## src/design/afc_params.svh

```systemverilog
// Purpose: offsets, field positions, reset values and encodings of the output format block
// Assumes: register index times four gives the APB byte address
// Notes: definitions only
`ifndef AFC_PARAMS_SVH
`define AFC_PARAMS_SVH

// register indexes (byte address = index * 4)
`define AFC_IDX_FMT 10'h00D
`define AFC_IDX_LANE 10'h012
`define AFC_IDX_STAT 10'h020

// reset values
`define AFC_RST_FMT 16'h2002
`define AFC_RST_LANE 16'h0002

// format, gain and averaging register fields
`define AFC_BIT_FMT 13
`define AFC_BIT_GAIN 7
`define AFC_BIT_AVG_ON 6
`define AFC_DEPTH_HI 5
`define AFC_DEPTH_LO 2

// lane register fields
`define AFC_BIT_XOR 3
`define AFC_LANES_HI 2
`define AFC_LANES_LO 0

// lane selection codes
`define AFC_LANES_TWO20 3'h0
`define AFC_LANES_TWO24 3'h2
`define AFC_LANES_ONE20 3'h5
`define AFC_LANES_ONE24 3'h7

// word lengths in bits
`define AFC_WORD_SHORT 6'h14
`define AFC_WORD_LONG 6'h18

// status register bits
`define AFC_STAT_OVR 0
`define AFC_STAT_BUSY_A 1
`define AFC_STAT_BUSY_B 2
`define AFC_STAT_AVG 3

`endif

```

## src/design/afc_pkg.sv

```systemverilog
// Purpose: shared types of the output format block
// Assumes: nothing beyond the params header
// Notes: types only
package afc_pkg;
  typedef logic [15:0] afc_reg_t;
  typedef enum logic {AFC_LANES_TWO, AFC_LANES_ONE} afc_lane_cnt_t;
endpackage

```

## src/design/afc_avg.sv

```systemverilog
// Purpose: per-channel sample averager with power-of-two depth
// Assumes: samples are two's-complement, one-cycle valid strobe
// Notes: depth codes above 3 behave as 16 samples
`timescale 1ns/1ps
`default_nettype none
module afc_avg
  import afc_pkg::*;
#(
  parameter int DW = 18
) (
  input wire logic ref_clk,
  input wire logic rst,
  input wire logic in_vld,
  input wire logic [DW-1:0] in_data,
  input wire logic avg_on,
  input wire logic [3:0] depth,
  input wire logic restart,
  output logic out_vld,
  output logic [DW-1:0] out_data
);
  localparam int AW = DW + 4;

  logic signed [AW-1:0] acc_r;
  logic [3:0] cnt_r;

  // depth decode and running sum
  wire [1:0] shift_sel = (depth > 4'h3) ? 2'h3 : depth[1:0];
  wire [4:0] n_samples = 5'h02 << shift_sel;
  wire [3:0] last_cnt = 4'(n_samples - 5'h01);
  wire signed [AW-1:0] in_ext = {{4{in_data[DW-1]}}, in_data};
  wire signed [AW-1:0] sum = acc_r + in_ext;
  wire signed [AW-1:0] mean = sum >>> (3'(shift_sel) + 3'h1);

  // accumulate, emit one result per block of samples
  always_ff @(posedge ref_clk or posedge rst) begin
    if (rst) begin
      acc_r <= '0;
      cnt_r <= 4'h0;
      out_vld <= 1'b0;
      out_data <= '0;
    end else if (restart) begin
      acc_r <= '0;
      cnt_r <= 4'h0;
      out_vld <= 1'b0;
    end else begin
      out_vld <= 1'b0;
      if (in_vld && !avg_on) begin
        out_data <= in_data;
        out_vld <= 1'b1;
      end else if (in_vld && cnt_r == last_cnt) begin
        out_data <= mean[DW-1:0];
        out_vld <= 1'b1;
        acc_r <= '0;
        cnt_r <= 4'h0;
      end else if (in_vld) begin
        acc_r <= sum;
        cnt_r <= cnt_r + 4'h1;
      end
    end
  end
endmodule
`default_nettype wire

```

## src/design/afc_ser.sv

```systemverilog
// Purpose: one serial output lane, MSB first, variable word length
// Assumes: data is left-aligned, len is 1..W
// Notes: new bits appear after each bit enable
`timescale 1ns/1ps
`default_nettype none
module afc_ser #(
  parameter int W = 48,
  parameter int CW = 6
) (
  input wire logic ref_clk,
  input wire logic rst,
  input wire logic load,
  input wire logic [W-1:0] data,
  input wire logic [CW-1:0] len,
  input wire logic bit_en,
  output logic sdo,
  output logic frame,
  output logic busy
);
  logic [W-1:0] shreg_r;
  logic [CW-1:0] cnt_r;
  logic first_r;

  // load a word, then shift one bit per enable
  always_ff @(posedge ref_clk or posedge rst) begin
    if (rst) begin
      shreg_r <= '0;
      cnt_r <= '0;
      first_r <= 1'b0;
      busy <= 1'b0;
      sdo <= 1'b0;
      frame <= 1'b0;
    end else if (load && !busy) begin
      shreg_r <= data;
      cnt_r <= len;
      first_r <= 1'b1;
      busy <= 1'b1;
    end else if (bit_en) begin
      sdo <= busy & shreg_r[W-1];
      frame <= busy & first_r;
      if (busy) begin
        shreg_r <= {shreg_r[W-2:0], 1'b0};
        first_r <= 1'b0;
        cnt_r <= cnt_r - CW'(1);
        busy <= (cnt_r != CW'(1));
      end
    end
  end
endmodule
`default_nettype wire

```

## src/design/afc_top.sv

```systemverilog
// Purpose: output word format and lane configuration of a dual-channel converter
// Assumes: APB master on ref_clk; samples arrive from logic on ref_clk
// Notes: Operation
// Operation
// format bit: 1 two's complement, 0 binary
// bit 7 enables gain correction, all channels
// bit 6 enables averaging, else raw samples
// depth codes 0..3 average 2,4,8,16
// XOR enable scrambles result with its LSB
// lane code 0: two lanes, 20 bits
// lane code 2: two lanes, 24 bits
// lane code 5: lane A only, 20 bits
// lane code 7: lane A only, 24 bits
// software keeps reserved fields at reset values
// software selects register bank 1 first
// averaging, then format, then XOR, then serialize
`include "afc_params.svh"
`timescale 1ns/1ps
`default_nettype none
module afc_top
  import afc_pkg::*;
#(
  parameter int DW = 18,
  parameter int BIT_DIV = 1
) (
  input wire logic ref_clk,
  input wire logic rst,
  input wire logic psel,
  input wire logic penable,
  input wire logic pwrite,
  input wire logic [11:0] paddr,
  input wire logic [31:0] pwdata,
  input wire logic [3:0] pstrb,
  output logic [31:0] prdata,
  output logic pready,
  output logic pslverr,
  input wire logic sample_valid,
  input wire logic [DW-1:0] sample_a,
  input wire logic [DW-1:0] sample_b,
  output logic gain_correction_global_on,
  output logic serial_out_lane_a,
  output logic serial_out_lane_b,
  output logic frame_lane_a,
  output logic frame_lane_b,
  output logic bit_strobe
);
  localparam int SW = 48;

  afc_reg_t fmt_r;
  afc_reg_t lane_r;
  logic ovr_r;
  logic [31:0] prdata_r;
  logic bit_strobe_r;
  logic [15:0] div_r;
  logic [DW-1:0] word_a_r;
  logic [DW-1:0] word_b_r;
  logic word_vld_r;
  logic avg_vld;
  logic avg_vld_b;
  logic [DW-1:0] avg_a;
  logic [DW-1:0] avg_b;
  logic busy_a;
  logic busy_b;

  // APB decode
  wire apb_setup = psel && !penable;
  wire apb_acc = psel && penable;
  wire aligned = (paddr[1:0] == 2'b00);
  wire hit_fmt = aligned && (paddr[11:2] == `AFC_IDX_FMT);
  wire hit_lane = aligned && (paddr[11:2] == `AFC_IDX_LANE);
  wire hit_stat = aligned && (paddr[11:2] == `AFC_IDX_STAT);
  wire mapped = hit_fmt || hit_lane || hit_stat;
  wire apb_wr = apb_acc && pwrite && mapped;

  // byte-lane merge of write data into a 16-bit register
  wire [15:0] fmt_nxt = {pstrb[1] ? pwdata[15:8] : fmt_r[15:8], pstrb[0] ? pwdata[7:0] : fmt_r[7:0]};
  wire [15:0] lane_nxt = {pstrb[1] ? pwdata[15:8] : lane_r[15:8], pstrb[0] ? pwdata[7:0] : lane_r[7:0]};
  wire ovr_clr = apb_wr && hit_stat && pstrb[0] && pwdata[`AFC_STAT_OVR];

  // configuration fields
  wire fmt_twos = fmt_r[`AFC_BIT_FMT];
  wire avg_on = fmt_r[`AFC_BIT_AVG_ON];
  wire [3:0] avg_depth = fmt_r[`AFC_DEPTH_HI:`AFC_DEPTH_LO];
  wire xor_on = lane_r[`AFC_BIT_XOR];
  wire [2:0] lanes = lane_r[`AFC_LANES_HI:`AFC_LANES_LO];
  wire cfg_restart = apb_wr && hit_fmt;

  // lane mode decode; unlisted codes act as the reset code
  wire short_word = (lanes == `AFC_LANES_TWO20) || (lanes == `AFC_LANES_ONE20);
  afc_lane_cnt_t lane_cnt;
  assign lane_cnt = ((lanes == `AFC_LANES_ONE20) || (lanes == `AFC_LANES_ONE24)) ? AFC_LANES_ONE : AFC_LANES_TWO;
  wire [5:0] word_len = short_word ? `AFC_WORD_SHORT : `AFC_WORD_LONG;

  // read mux
  wire [15:0] stat_val = {12'h000, avg_on, busy_b, busy_a, ovr_r};
  wire [15:0] rd_val = hit_fmt ? fmt_r : hit_lane ? lane_r : hit_stat ? stat_val : 16'h0000;

  assign prdata = prdata_r;
  assign pready = 1'b1;
  assign pslverr = apb_acc && !mapped;
  assign bit_strobe = bit_strobe_r;

  // configuration registers, written at the access edge
  always_ff @(posedge ref_clk or posedge rst) begin
    if (rst) begin
      fmt_r <= `AFC_RST_FMT;
      lane_r <= `AFC_RST_LANE;
    end else if (apb_wr && hit_fmt) begin
      fmt_r <= fmt_nxt;
    end else if (apb_wr && hit_lane) begin
      lane_r <= lane_nxt;
    end
  end

  // read data captured in the setup cycle
  always_ff @(posedge ref_clk or posedge rst) begin
    if (rst) begin
      prdata_r <= 32'h0000_0000;
    end else if (apb_setup) begin
      prdata_r <= {16'h0000, rd_val};
    end
  end

  // gain correction enable drives every channel at once
  always_ff @(posedge ref_clk or posedge rst) begin
    if (rst) begin
      gain_correction_global_on <= 1'b0;
    end else begin
      gain_correction_global_on <= fmt_r[`AFC_BIT_GAIN];
    end
  end

  // bit rate divider; bit_en marks the edge that presents the next serial bit
  wire bit_en = (div_r >= 16'(BIT_DIV - 1));
  always_ff @(posedge ref_clk or posedge rst) begin
    if (rst) begin
      div_r <= 16'h0000;
      bit_strobe_r <= 1'b0;
    end else begin
      div_r <= (div_r >= 16'(BIT_DIV - 1)) ? 16'h0000 : div_r + 16'h0001;
      bit_strobe_r <= bit_en;
    end
  end

  // averaging stage, one per channel
  afc_avg #(.DW(DW)) u_avg_a (
    .ref_clk(ref_clk),
    .rst(rst),
    .in_vld(sample_valid),
    .in_data(sample_a),
    .avg_on(avg_on),
    .depth(avg_depth),
    .restart(cfg_restart),
    .out_vld(avg_vld),
    .out_data(avg_a)
  );

  afc_avg #(.DW(DW)) u_avg_b (
    .ref_clk(ref_clk),
    .rst(rst),
    .in_vld(sample_valid),
    .in_data(sample_b),
    .avg_on(avg_on),
    .depth(avg_depth),
    .restart(cfg_restart),
    .out_vld(avg_vld_b),
    .out_data(avg_b)
  );

  // number format after averaging, then the LSB scramble
  wire [DW-1:0] fmt_a = fmt_twos ? avg_a : {~avg_a[DW-1], avg_a[DW-2:0]};
  wire [DW-1:0] fmt_b = fmt_twos ? avg_b : {~avg_b[DW-1], avg_b[DW-2:0]};
  wire [DW-1:0] scr_a = xor_on ? (fmt_a ^ {DW{fmt_a[0]}}) : fmt_a;
  wire [DW-1:0] scr_b = xor_on ? (fmt_b ^ {DW{fmt_b[0]}}) : fmt_b;

  // word register between scrambling and serializing
  always_ff @(posedge ref_clk or posedge rst) begin
    if (rst) begin
      word_a_r <= '0;
      word_b_r <= '0;
      word_vld_r <= 1'b0;
    end else begin
      word_vld_r <= avg_vld;
      if (avg_vld) begin
        word_a_r <= scr_a;
        word_b_r <= scr_b;
      end
    end
  end

  // left-aligned words, zero padded to the long word length
  wire [23:0] pad_a = {word_a_r, {(24 - DW){1'b0}}};
  wire [23:0] pad_b = {word_b_r, {(24 - DW){1'b0}}};
  wire two_lanes = (lane_cnt == AFC_LANES_TWO);
  wire free = !busy_a && (!two_lanes || !busy_b);
  wire ld_a = word_vld_r && free;
  wire ld_b = ld_a && two_lanes;
  wire [SW-1:0] ser_data_a = two_lanes ? {pad_a, 24'h000000} :
    short_word ? {pad_a[23:4], pad_b[23:4], 8'h00} : {pad_a, pad_b};
  wire [SW-1:0] ser_data_b = {pad_b, 24'h000000};
  wire [5:0] len_a = two_lanes ? word_len : 6'(word_len << 1);

  // words that find a lane still busy are dropped and flagged; a set beats a clear
  always_ff @(posedge ref_clk or posedge rst) begin
    if (rst) begin
      ovr_r <= 1'b0;
    end else if (word_vld_r && !free) begin
      ovr_r <= 1'b1;
    end else if (ovr_clr) begin
      ovr_r <= 1'b0;
    end
  end

  // serial lanes
  afc_ser #(.W(SW), .CW(6)) u_ser_a (
    .ref_clk(ref_clk),
    .rst(rst),
    .load(ld_a),
    .data(ser_data_a),
    .len(len_a),
    .bit_en(bit_en),
    .sdo(serial_out_lane_a),
    .frame(frame_lane_a),
    .busy(busy_a)
  );

  afc_ser #(.W(SW), .CW(6)) u_ser_b (
    .ref_clk(ref_clk),
    .rst(rst),
    .load(ld_b),
    .data(ser_data_b),
    .len(word_len),
    .bit_en(bit_en),
    .sdo(serial_out_lane_b),
    .frame(frame_lane_b),
    .busy(busy_b)
  );

  // helper: bits shifted on lane A since its last load, and the length loaded
  // kept apart from the serializer so a broken bit counter there is caught
  logic [5:0] chk_bits_a_r;
  logic [5:0] chk_len_a_r;
  always_ff @(posedge ref_clk or posedge rst) begin
    if (rst) begin
      chk_bits_a_r <= 6'h00;
      chk_len_a_r <= 6'h00;
    end else if (ld_a) begin
      chk_bits_a_r <= 6'h00;
      chk_len_a_r <= len_a;
    end else if (bit_en && busy_a) begin
      chk_bits_a_r <= chk_bits_a_r + 6'h01;
    end
  end
endmodule
`default_nettype wire

```

## config.mk

```make
export PLATFORM = sky130hd
export DESIGN_NAME = afc_top
export DESIGN_NICKNAME = d
export VERILOG_FILES = /design/src/design/afc_pkg.sv /design/src/design/afc_avg.sv /design/src/design/afc_ser.sv /design/src/design/afc_top.sv
export VERILOG_INCLUDE_DIRS = /design/src /design/src/design
export SDC_FILE = /design/constraint.sdc
export NUM_CORES = 1
export LEC_CHECK = 0
export BUFFER_PORTS_ARGS = -buffer_cell sky130_fd_sc_hd__buf_4
export CAP_MARGIN = 15
export CORE_UTILIZATION = 32
export DETAILED_ROUTE_END_ITERATION = 7
export PLACE_DENSITY = 0.48
export SLEW_MARGIN = 20
export SYNTH_ARGS = -nofsm -noshare
export SYNTH_HDL_FRONTEND = slang
export SYNTH_SLANG_ARGS = --single-unit
```

## constraint.sdc

```tcl
create_clock -name ref_clk -period 8 [get_ports ref_clk]
set_clock_uncertainty 0.05 [all_clocks]
set_input_delay 0.4 -clock ref_clk [delete_from_list [all_inputs] [get_ports ref_clk]]
set_output_delay 0.4 -clock ref_clk [all_outputs]
set_load 0.01 [all_outputs]
```

Word level (Yosys, flattened, before mapping)
Cells that the tools add are included.
- flip-flop bits (word level): 309
- input bits: 90
- output and inout bits: 40
- logic and storage cells: 186
- add/subtract/negate cells: 9
- order comparisons: 2
- equality and inequality tests: 10
- shift operators: 3
- muxes and demuxes: 63
- bitwise gates (word level): 12
- reductions and logical operators: 56
- operator list (kind ; number):
    $mux 48 ; 6
    $mux 22 ; 8
    $mux 18 ; 8
    $mux 28 ; 2
    $mux 16 ; 3
    $add 22x18->22 ; 2
    $sshr 22x3->18 ; 2
    $mux 6 ; 7
    $mux 4 ; 10
    $xor 18x18->18 ; 2
    $logic_and 1x1->1 ; 22
    $reduce_and 2->1 ; 10
    $mux 1 ; 18
    $add 16x1->16 const B ; 1
    $ge 16x1->1 const B ; 1
    $reduce_bool 2->1 ; 7
    $ne 6x1->1 const B ; 2
    $sub 6x1->6 const B ; 2
    $eq 10x4->1 const B ; 1
    $eq 10x5->1 const B ; 1
    $eq 10x6->1 const B ; 1
    $add 4x1->4 const B ; 2
    $eq 4x4->1 ; 2
    $eq 3x3->1 const B ; 2
    14 further kinds ; 33

Longest topological paths before layout
Gate-level depths: netlist of the first run.
- word-level depth: 10
- gate-level depth with buffers: 14
- mapped depth without buffers: 12

Hierarchy
Synthesis of the first run repeated with hierarchy kept, for this count alone.
- cells, all modules: 1938
- area total of the unflattened synthesis: 17575.6 sq um
- modules (own cells, without submodules) (module ; times used ; cells each ; area an instance (sq um) ; seq. area each (sq um)):
    afc_avg ; 2 ; 465 ; 3977.6 ; 1126.1
    afc_ser ; 2 ; 307 ; 2665.1 ; 1451.4
    afc_top ; 1 ; 394 ; 4290.4 ; 2205.9

Least setup slack after synthesis of the first run
OpenSTA, ideal clock, no wires.
- kind: register -> register
- start point: register fmt_r[4]
- end point: register u_avg_b.acc_r[0]
- library setup time: 66 ps
- arrival: 3190 ps
- required time: 7884 ps
- slack: 4694 ps
- cell stages (with the launch flop): 13
- buffers on the path: 4
- period minus slack after synthesis: 3306 ps
- path through: dfrtp_1 -> or3_1 -> clkbuf_1 -> inv_1 -> clkbuf_1 -> clkbuf_1 -> ha_1 -> xnor2_1 -> nor3_1 -> or2_2 -> nor2_1 -> clkbuf_1 -> a22o_1
- longest elaborated chain between the ends: 9
- elaborated cells between the ends (all ways): 11
- those cells by class: add/sub: 1; order compare: 1; eq/ne: 1; shift: 1; mux: 4; reduce/logical: 3
- RTL lines (item ; RTL line ; text):
    start: declaration ; afc_top.sv:49 ; afc_reg_t fmt_r;
    start signal: assignment ; afc_top.sv:106 ; fmt_r <= `AFC_RST_FMT;
    start signal: assignment ; afc_top.sv:109 ; fmt_r <= fmt_nxt;
    $gt 4x2->1 * ; afc_avg.sv:27 ; wire [1:0] shift_sel = (depth > 4'h3) ? 2'h3 : depth[1:0];
    $mux 2 * ; afc_avg.sv:27 ;
    $shl 2x2->4 * ; afc_avg.sv:28 ; wire [4:0] n_samples = 5'h02 << shift_sel;
    $sub 4x1->4 * ; afc_avg.sv:29 ; wire [3:0] last_cnt = 4'(n_samples - 5'h01);
    $eq 4x4->1 * ; afc_avg.sv:50 ; end else if (in_vld && cnt_r == last_cnt) begin
    $logic_and 1x1->1 * ; afc_avg.sv:50 ;
    $mux 22 ; afc_avg.sv:50 ;
    $mux 22 ; afc_avg.sv:47 ; if (in_vld && !avg_on) begin
    $mux 22 ; afc_avg.sv:41 ; end else if (restart) begin
    end signal: assignment ; afc_avg.sv:56 ; acc_r <= sum;
    end: declaration ; afc_avg.sv:23 ; logic signed [AW-1:0] acc_r;
Every way passes the cells marked *; elsewhere a longest branch is shown, timed or not. The select of a mux whose other input is x is not followed.
A chain may end at the register's enable or synchronous reset.

Worst setup path after layout of the first run
- start point: register fmt_r[3]
- end point: register u_avg_a.out_data[10]
- longest elaborated chain between the ends: 8
- elaborated cells between the ends (all ways): 12
- those cells by class: add/sub: 2; order compare: 1; eq/ne: 1; shift: 2; mux: 3; reduce/logical: 3
- RTL lines (item ; RTL line ; text):
    $gt 4x2->1 ; afc_avg.sv:27 ;
    $mux 2 * ; afc_avg.sv:27 ;
    $shl 2x2->4 ; afc_avg.sv:28 ;
    $sub 4x1->4 ; afc_avg.sv:29 ;
    $eq 4x4->1 ; afc_avg.sv:50 ;
    $logic_and 1x1->1 ; afc_avg.sv:50 ;
    $reduce_bool 2->1 (no source line) ; n/a ;
    $reduce_and 2->1 (no source line) ; n/a ;
    end signal: assignment ; afc_avg.sv:48 ; out_data <= in_data;
    end signal: assignment ; afc_avg.sv:51 ; out_data <= mean[DW-1:0];
    end: declaration ; afc_avg.sv:19 ; output logic [DW-1:0] out_data
Marks and branches as above.

==> results of run 1 <==
[how the worst max path moves through the flow]
stage                                end  slack [ps]  startpoint  depth (start not counted)
finish              u_avg_a.out_data[10]        4160    fmt_r[3]                         13
global route        u_avg_a.out_data[10]        3800    fmt_r[3]                         13
CTS                 u_avg_a.out_data[10]        4130    fmt_r[3]                         13
detailed placement  u_avg_a.out_data[10]        4170    fmt_r[3]                         13
global placement    u_avg_a.out_data[10]        4190    fmt_r[3]                         13
floorplan                     bit_strobe         480         rst                          1
[state kept, by name, summed over array words and instances, names as in the netlist, 4 cells and up]
name and count:
u_avg_b.out_data 18, u_avg_a.cnt_r 4, fmt_r 16, u_avg_a.acc_r 22, u_avg_b.cnt_r 4, prdata 16, u_ser_a.cnt_r 6, lane_r 16
u_ser_b.cnt_r 6, u_ser_b.shreg_r 18, u_ser_a.shreg_r 42, u_avg_a.out_data 18, word_b_r 18, u_avg_b.acc_r 22, word_a_r 18
[cell type report]
| cell class | count | area, µm² | area share [%] |
|---|---|---|---|
| clock inverter | 18 | 328 | 1.90 |
| sequential | 257 | 6440 | 37.3 |
| multi-input combinational | 1190 | 7750 | 44.9 |
| clock buffer | 38 | 841 | 4.87 |
| inverter | 24 | 97.6 | 0.565 |
| timing repair buffer | 134 | 1060 | 6.14 |
| tap | 600 | 751 | 4.35 |
[critical path, stage by stage (launching register included)]
cell and delay (ps):
dfrtp_1 400, nor3_2 550, inv_1 150, ha_1 270, xnor2_1 160, nand3_1 90, nor3_1 290, o21ai_1 90
buf_4 200, inv_1 330, nand2_1 250, nor2_1 540, o21ai_0 190, o221ai_1 170
[power by group through the flow]
stage | combinational [mW] | sequential [mW] | clock, mW
final | 0.716 | 1.64 | 1.61
after global placement | 0.706 | 1.66 | 0
after CTS | 0.727 | 1.64 | 1.66
after detailed placement | 0.718 | 1.66 | 0
after global routing | 0.815 | 1.67 | 1.71
after floorplan | 0.540 | 1.62 | 0
[what timing repair did]
| action | in CTS | in global routing |
|---|---|---|
| hold endpoints to repair | 138 | 0 |
| resized for setup | 0 | 0 |
| hold buffers | 17 | 0 |
[logic make-up after synthesis]
| logic type | Yosys count | synth area share, % |
|---|---|---|
| fa+ha+maj | 55 | 4.79 |
| other cells | 2 | 0.0512 |
| xor+xnor | 85 | 5.08 |
| compound gates | 466 | 20.8 |
| simple gates | 466 | 14.3 |
| flops | 257 | 43.9 |
| buf+inv | 132 | 3.86 |
| mux | 100 | 7.18 |
[metrics by stage]
step                setup WS [ps]  instance area (µm²)  total power [mW]
finish                       4160                17300              3.97
global route                 3800                17300              4.20
CTS                          4130                17300              4.03
detailed placement           4170                15900              2.38
global placement             4190                15900              2.37
floorplan                     485                14700              2.16
[layer usage]
metal / vias up / track usage [%]
met5: - / 0
met4: 0 / 5.02
met3: 64 / 1.89
met2: 207 / 27.6
met1: 5823 / 25.1
li1: 5805 / -
[cell usage in the layout, fill, tap and decap left out, types with 42 or more instances in the layout]
master / n
dfrtp_1: 252
mux2_2: 42
a22oi_1: 51
nor2_1: 115
ha_1: 53
buf_4: 116
o21ai_0: 98
xor2_1: 55
a21oi_1: 121
nand2_1: 212
mux2i_1: 58
==> impl_metrics.csv, run 1 <==
group,metric,value,unit
outcome,run_status,"finished, violations left",
outcome,violations,"design-rule violations",
timing,max_freq,0.260,GHz
worst_setup_path,r2r_end,"u_avg_a.out_data[10]",
detailed_routing,drt_iter0_markers,619,
hold_path,hold_end,"u_avg_b.out_data[3]",
hold_path,hp-class,"in2reg",
final_layout,area_delta_synth_final,17.7,%
global_route,grt_overflow,0,
clock_tree,clkTransAtPathRegs,60,ps
worst_setup_path,crit_required,8450,ps
yosys,synth-edff-count,0,
yosys,post-synth-top-count-cell,"dfrtp_1",
hold_path,min_path_cells,3,
timing,worst_pin_slew,1000,ps
timing,hold_ws,40.4,ps
global_route,grt_usage,17.5,%
detailed_routing,wl_met3,1.34,mm
floorplanning,die_h,216,µm
final_layout,final_util,38.1,%
worst_setup_path,regToRegStartpoint,"fmt_r[3]",
final_layout,nNetsFinal,1782,
worst_setup_path,ff2ff_setup_slack,4160,ps
timing,fin_tns_setup,0,ps
detailed_routing,viasPerCell,5.26,
yosys,syn_area_per_cell,9.39,µm²
yosys,netlist_top_cells_area,"dfrtp_1 (43%), nand2_1 (5.4%), ha_1 (4.5%)",
placed_design,hpwlAfterDp,28.1,mm
worst_setup_path,criticalPathCategory,"reg2reg",
power_and_ir_drop,p_leak,8.03,nW
yosys,synthArstFlopShare,100,%
detailed_routing,maxUsedRoutingLayer,"met4",
detailed_routing,route.met2.wl,18.5,mm
yosys,syn_area,14700,µm²
detailed_routing,drt-total-wl,40.7,mm
floorplanning,initial_core_util,32.4,%
final_layout,n_fill_cell,4636,
yosys,synthFlopType,"dfrtp_1",
timing,rsz0062_at_grt,"no",
detailed_routing,detail_route.wl_per_cell,18.0,µm
clock_tree,cts_root_buffer,"clkbuf_16",
power_and_ir_drop,switchingPower,1.15,mW
global_route,grt_pass1_wl,66.2,mm
timing,setup_viol,0,
clock_tree,clock_sinks,257,
placed_design,gp_congestion,0.833,
timing,period_share,48.1,%
floorplanning,core_area,45300,µm²
power_and_ir_drop,pwr-share-clk,40.6,%
yosys,yosysTopAreaCell,"dfrtp_1",
clock_tree,clockBufferDepth,3,
timing,period_needed,3840,ps
power_and_ir_drop,seq_power_share,41.4,%
hold_path,min_from,"sample_b[3]",
power_and_ir_drop,internal_power,2.82,mW
timing,slew_headroom,33.0,%
power_and_ir_drop,powerDensity,230,nW/µm²
clock_tree,cts_buffers,30,
detailed_routing,ant_nets,0,
global_route,antenna_found_initial,0,
worst_setup_path,crit_path_start_kind,"register",
clock_tree,htree_levels,1,
worst_setup_path,crit_path_end_kind,"register",
yosys,ys_seq_area_share,43.9,%
yosys,yosysWarnings,0,
floorplanning,die_x,216,µm
worst_setup_path,crit_arrival,4290,ps
final_layout,n_antenna_cell,0,
global_route,grt_pass1_vias,11800,
final_layout,finalNonFillerCells,2261,
clock_tree,clk_latency,600,ps
final_layout,drive_gt1_share,14.6,%
power_and_ir_drop,max-vdd-ir-drop,0.167,mV
timing,maxSlewViolCount,0,
placed_design,dpl.cell_count,2188,
yosys,yosysTopAreaCellShare,43.3,%
flow_run,drv_cap,0,
global_route,grt_max_degree,150,
power_and_ir_drop,p_comb_share,18.0,%
clock_tree,cts_setup_buffers,0,
placed_design,io_buffers,94,
floorplanning,die-area,46700,µm²
detailed_routing,drc,2,
detailed_routing,num_vias,11900,
yosys,yosys-top-cells-count,"dfrtp_1 (254), nand2_1 (212), a21oi_1 (123), nor2_1 (116), o21ai_0 (98)",
yosys,syn-instance-count,1563,
worst_setup_path,cp_max_fo,13,
timing,hold_violations,0,
worst_setup_path,r2r_cells,13,
yosys,synth-seq-cells,257,
power_and_ir_drop,switching_share,29.1,%
floorplanning,placement_rows,78,
floorplanning,io_pins,130,
clock_tree,cts_tree,"built",
detailed_routing,met1_length,19.9,mm
detailed_routing,first_pass_iters,7,
yosys,yosysUniqueCellTypes,81,
Power figures use the tool's default switching activity.
==> run 2, diff against run 1 <==
- clock period: 8 -> 3.5 ns (I/O delays scaled with it)
==> run 2 against run 1 <==
  * The flow still finishes with violations (design-rule violations)
  * Final cell count increased by 2.2%
  * Design area increased by 2.2%
  * Maximum frequency increased by 17%
  * Clock power increased by 120%
  * Count of clock-buffer cells in the layout increased by 15
  * Register-to-register slack got worse by 3900 ps
  * Utilization increased by 0.82 points
  * Via count increased by 2.1%
  * Non-clock buffer count increased by 46
  * First-iteration DRC count increased by 27%
  * Critical endpoint is now u_avg_b.out_data[1]
==> impl_metrics.csv, run 2 (same netlist as run 1, synthesis figures left out) <==
group,metric,value,unit
power_and_ir_drop,powerDensity,507,nW/µm²
final_layout,largest_register,"u_ser_a.shreg_r",
final_layout,area_delta_synth_final,20.3,%
detailed_routing,drt-total-wl,41.8,mm
placed_design,dpl_cell_area,16100,µm²
final_layout,largest_reg_flops,42,
floorplanning,initial_core_util,32.4,%
detailed_routing,first_pass_iters,6,
power_and_ir_drop,p_leak,8.22,nW
timing,setup_viol,0,
final_layout,finalInstanceArea,17600,µm²
outcome,violations,"design-rule violations",
floorplanning,die-area,46700,µm²
final_layout,finalNonFillerCells,2311,
detailed_routing,viasPerCell,5.26,
global_route,antenna_found_initial,1,
clock_tree,cts_buffers,34,
final_layout,nNetsFinal,1832,
timing,finalWorstSetupSlack,208,ps
worst_setup_path,cp_max_fo,4,
detailed_routing,route.met2.wl,18.6,mm
final_layout,n_antenna_cell,0,
hold_path,min_path_cells,4,
worst_setup_path,criticalPathCategory,"reg2reg",
timing,period_needed,3290,ps
final_layout,drive_gt1_share,15.5,%
power_and_ir_drop,power,8.94,mW
detailed_routing,num_vias,12100,
timing,max_freq,0.304,GHz
hold_path,hp-class,"in2reg",
power_and_ir_drop,max-vdd-ir-drop,0.239,mV
global_route,grt_pass1_wl,68.0,mm
outcome,run_status,"finished, violations left",
floorplanning,die_h,216,µm
clock_tree,clockBufferDepth,3,
flow_run,drv_cap,0,
clock_tree,htree_levels,2,
placed_design,io_buffers,94,
floorplanning,placement_rows,78,
clock_tree,clock_sinks,257,
detailed_routing,ant_nets,0,
worst_setup_path,crit_path_start_kind,"register",
clock_tree,clk_latency,550,ps
placed_design,hpwlAfterDp,29.7,mm
timing,maxSlewViolCount,0,
floorplanning,io_pins,130,
timing,period_share,94.1,%
clock_tree,cts_tree,"built",
clock_tree,clkTransAtPathRegs,60,ps
global_route,grt_overflow,0,
worst_setup_path,crit_arrival,3710,ps
detailed_routing,detail_route.wl_per_cell,18.1,µm
detailed_routing,maxUsedRoutingLayer,"met5",
timing,rsz0062_at_grt,"yes",
clock_tree,cts_root_buffer,"clkbuf_16",
worst_setup_path,crit_path_end_kind,"register",
global_route,grt_max_degree,73,
final_layout,final_common_cell,"dfrtp_1",
placed_design,gp_congestion,0.847,
detailed_routing,drc,2,
timing,hold_violations,0,
placed_design,dpl.cell_count,2214,
global_route,grt_usage,18.2,%
detailed_routing,met1_length,20.6,mm
timing,worst_pin_slew,916,ps
worst_setup_path,crit_required,3920,ps
timing,slew_headroom,38.8,%
global_route,grt_pass1_vias,12100,
final_layout,reg_top3,"u_ser_a.shreg_r x42, u_avg_a.acc_r x22, u_avg_b.acc_r x22",
floorplanning,die_x,216,µm
worst_setup_path,r2r_cells,11,
detailed_routing,drt_iter0_markers,786,
floorplanning,core_area,45300,µm²
detailed_routing,wl_met3,1.48,mm
final_layout,layout_common_cells,"dfrtp_1 (252), nand2_1 (212), buf_4 (140)",
placed_design,dpl_worst_slack,250,ps
==> run 2: cell types whose count changed in the layout (fill, tap and decap cells not counted), moves of 3 or more <==
| cell | change |
|---|---|
| bufinv_16 | -6 |
| clkbuf_1 | +8 |
| clkinv_2 | -3 |
| clkbuf_8 | +3 |
| dlygate4sd3_1 | +20 |
| clkbuf_16 | +4 |
| buf_4 | +24 |
==> run 2: worst paths after layout <==
kind / startpoint / endpoint / slack [ps]
min: sample_b[9] / u_avg_b.out_data[9] / 10
min reg2reg: fmt_r[7] / gain_correction_global_on / 360
min in group asynchronous: rst / prdata[2] / 340
max in group asynchronous: rst / u_avg_a.out_vld / 2170
max: u_avg_b.acc_r[0] / u_avg_b.out_data[1] / 210
max reg2reg: u_avg_b.acc_r[0] / u_avg_b.out_data[1] / 210
==> run 2: routing by layer <==
| layer | GRT usage, % | up-vias |
|---|---|---|
| met3 | 2.34 | 70 |
| li1 | - | 5902 |
| met2 | 27.9 | 219 |
| met4 | 6.24 | 2 |
| met5 | 0 | - |
| met1 | 26.3 | 5954 |
==> run 2: final cells by class <==
type | instances | area [µm²]
tap | 600 | 751
fill | 4666 | 27600
sequential | 257 | 6440
multi-input combinational | 1190 | 7760
clock buffer | 53 | 1010
clock inverter | 7 | 104
timing repair buffer | 180 | 1480
inverter | 24 | 93.8
==> run 2: critical path, cell delays in order (launching register included) <==
cell and delay, ps:
dfrtp_1 390, ha_1 230, fa_1 410, a21o_1 220, a221o_1 390, a2111oi_2 390, a311oi_1 140, mux2_2 310
mux2_2 290, a211oi_2 220, a21oi_1 60, o21ai_1 120
==> run 2: report_power, final <==
group	internal (mW)	leakage, nW	switching (mW)	total [mW]
Sequential	3.44	3.30	0.330	3.78
Combinational	0.730	4.38	0.940	1.67
Clock	2.14	0.548	1.36	3.49
==> run 2: through the flow <==
stage | setup TNS, ps | utilization [%] | hold WS (ps)
2_1_floorplan | -27470 | - | 276
3_3_place_gp | 0 | 35.6 | 348
3_5_place_dp | 0 | 35.6 | 344
4_1_cts | 0 | 38.9 | 3.41
5_1_grt | -5.80 | 39.0 | 27.8
6_report | 0 | 39.0 | 14.3
==> run 2: timing repair <==
item | in CTS | in global routing
hold buffers | 37 | 0
gates resized for setup | 0 | 1
hold endpoints to repair | 82 | 0
setup buffers | 0 | 0
endpoints found under the setup margin | 0 | 5
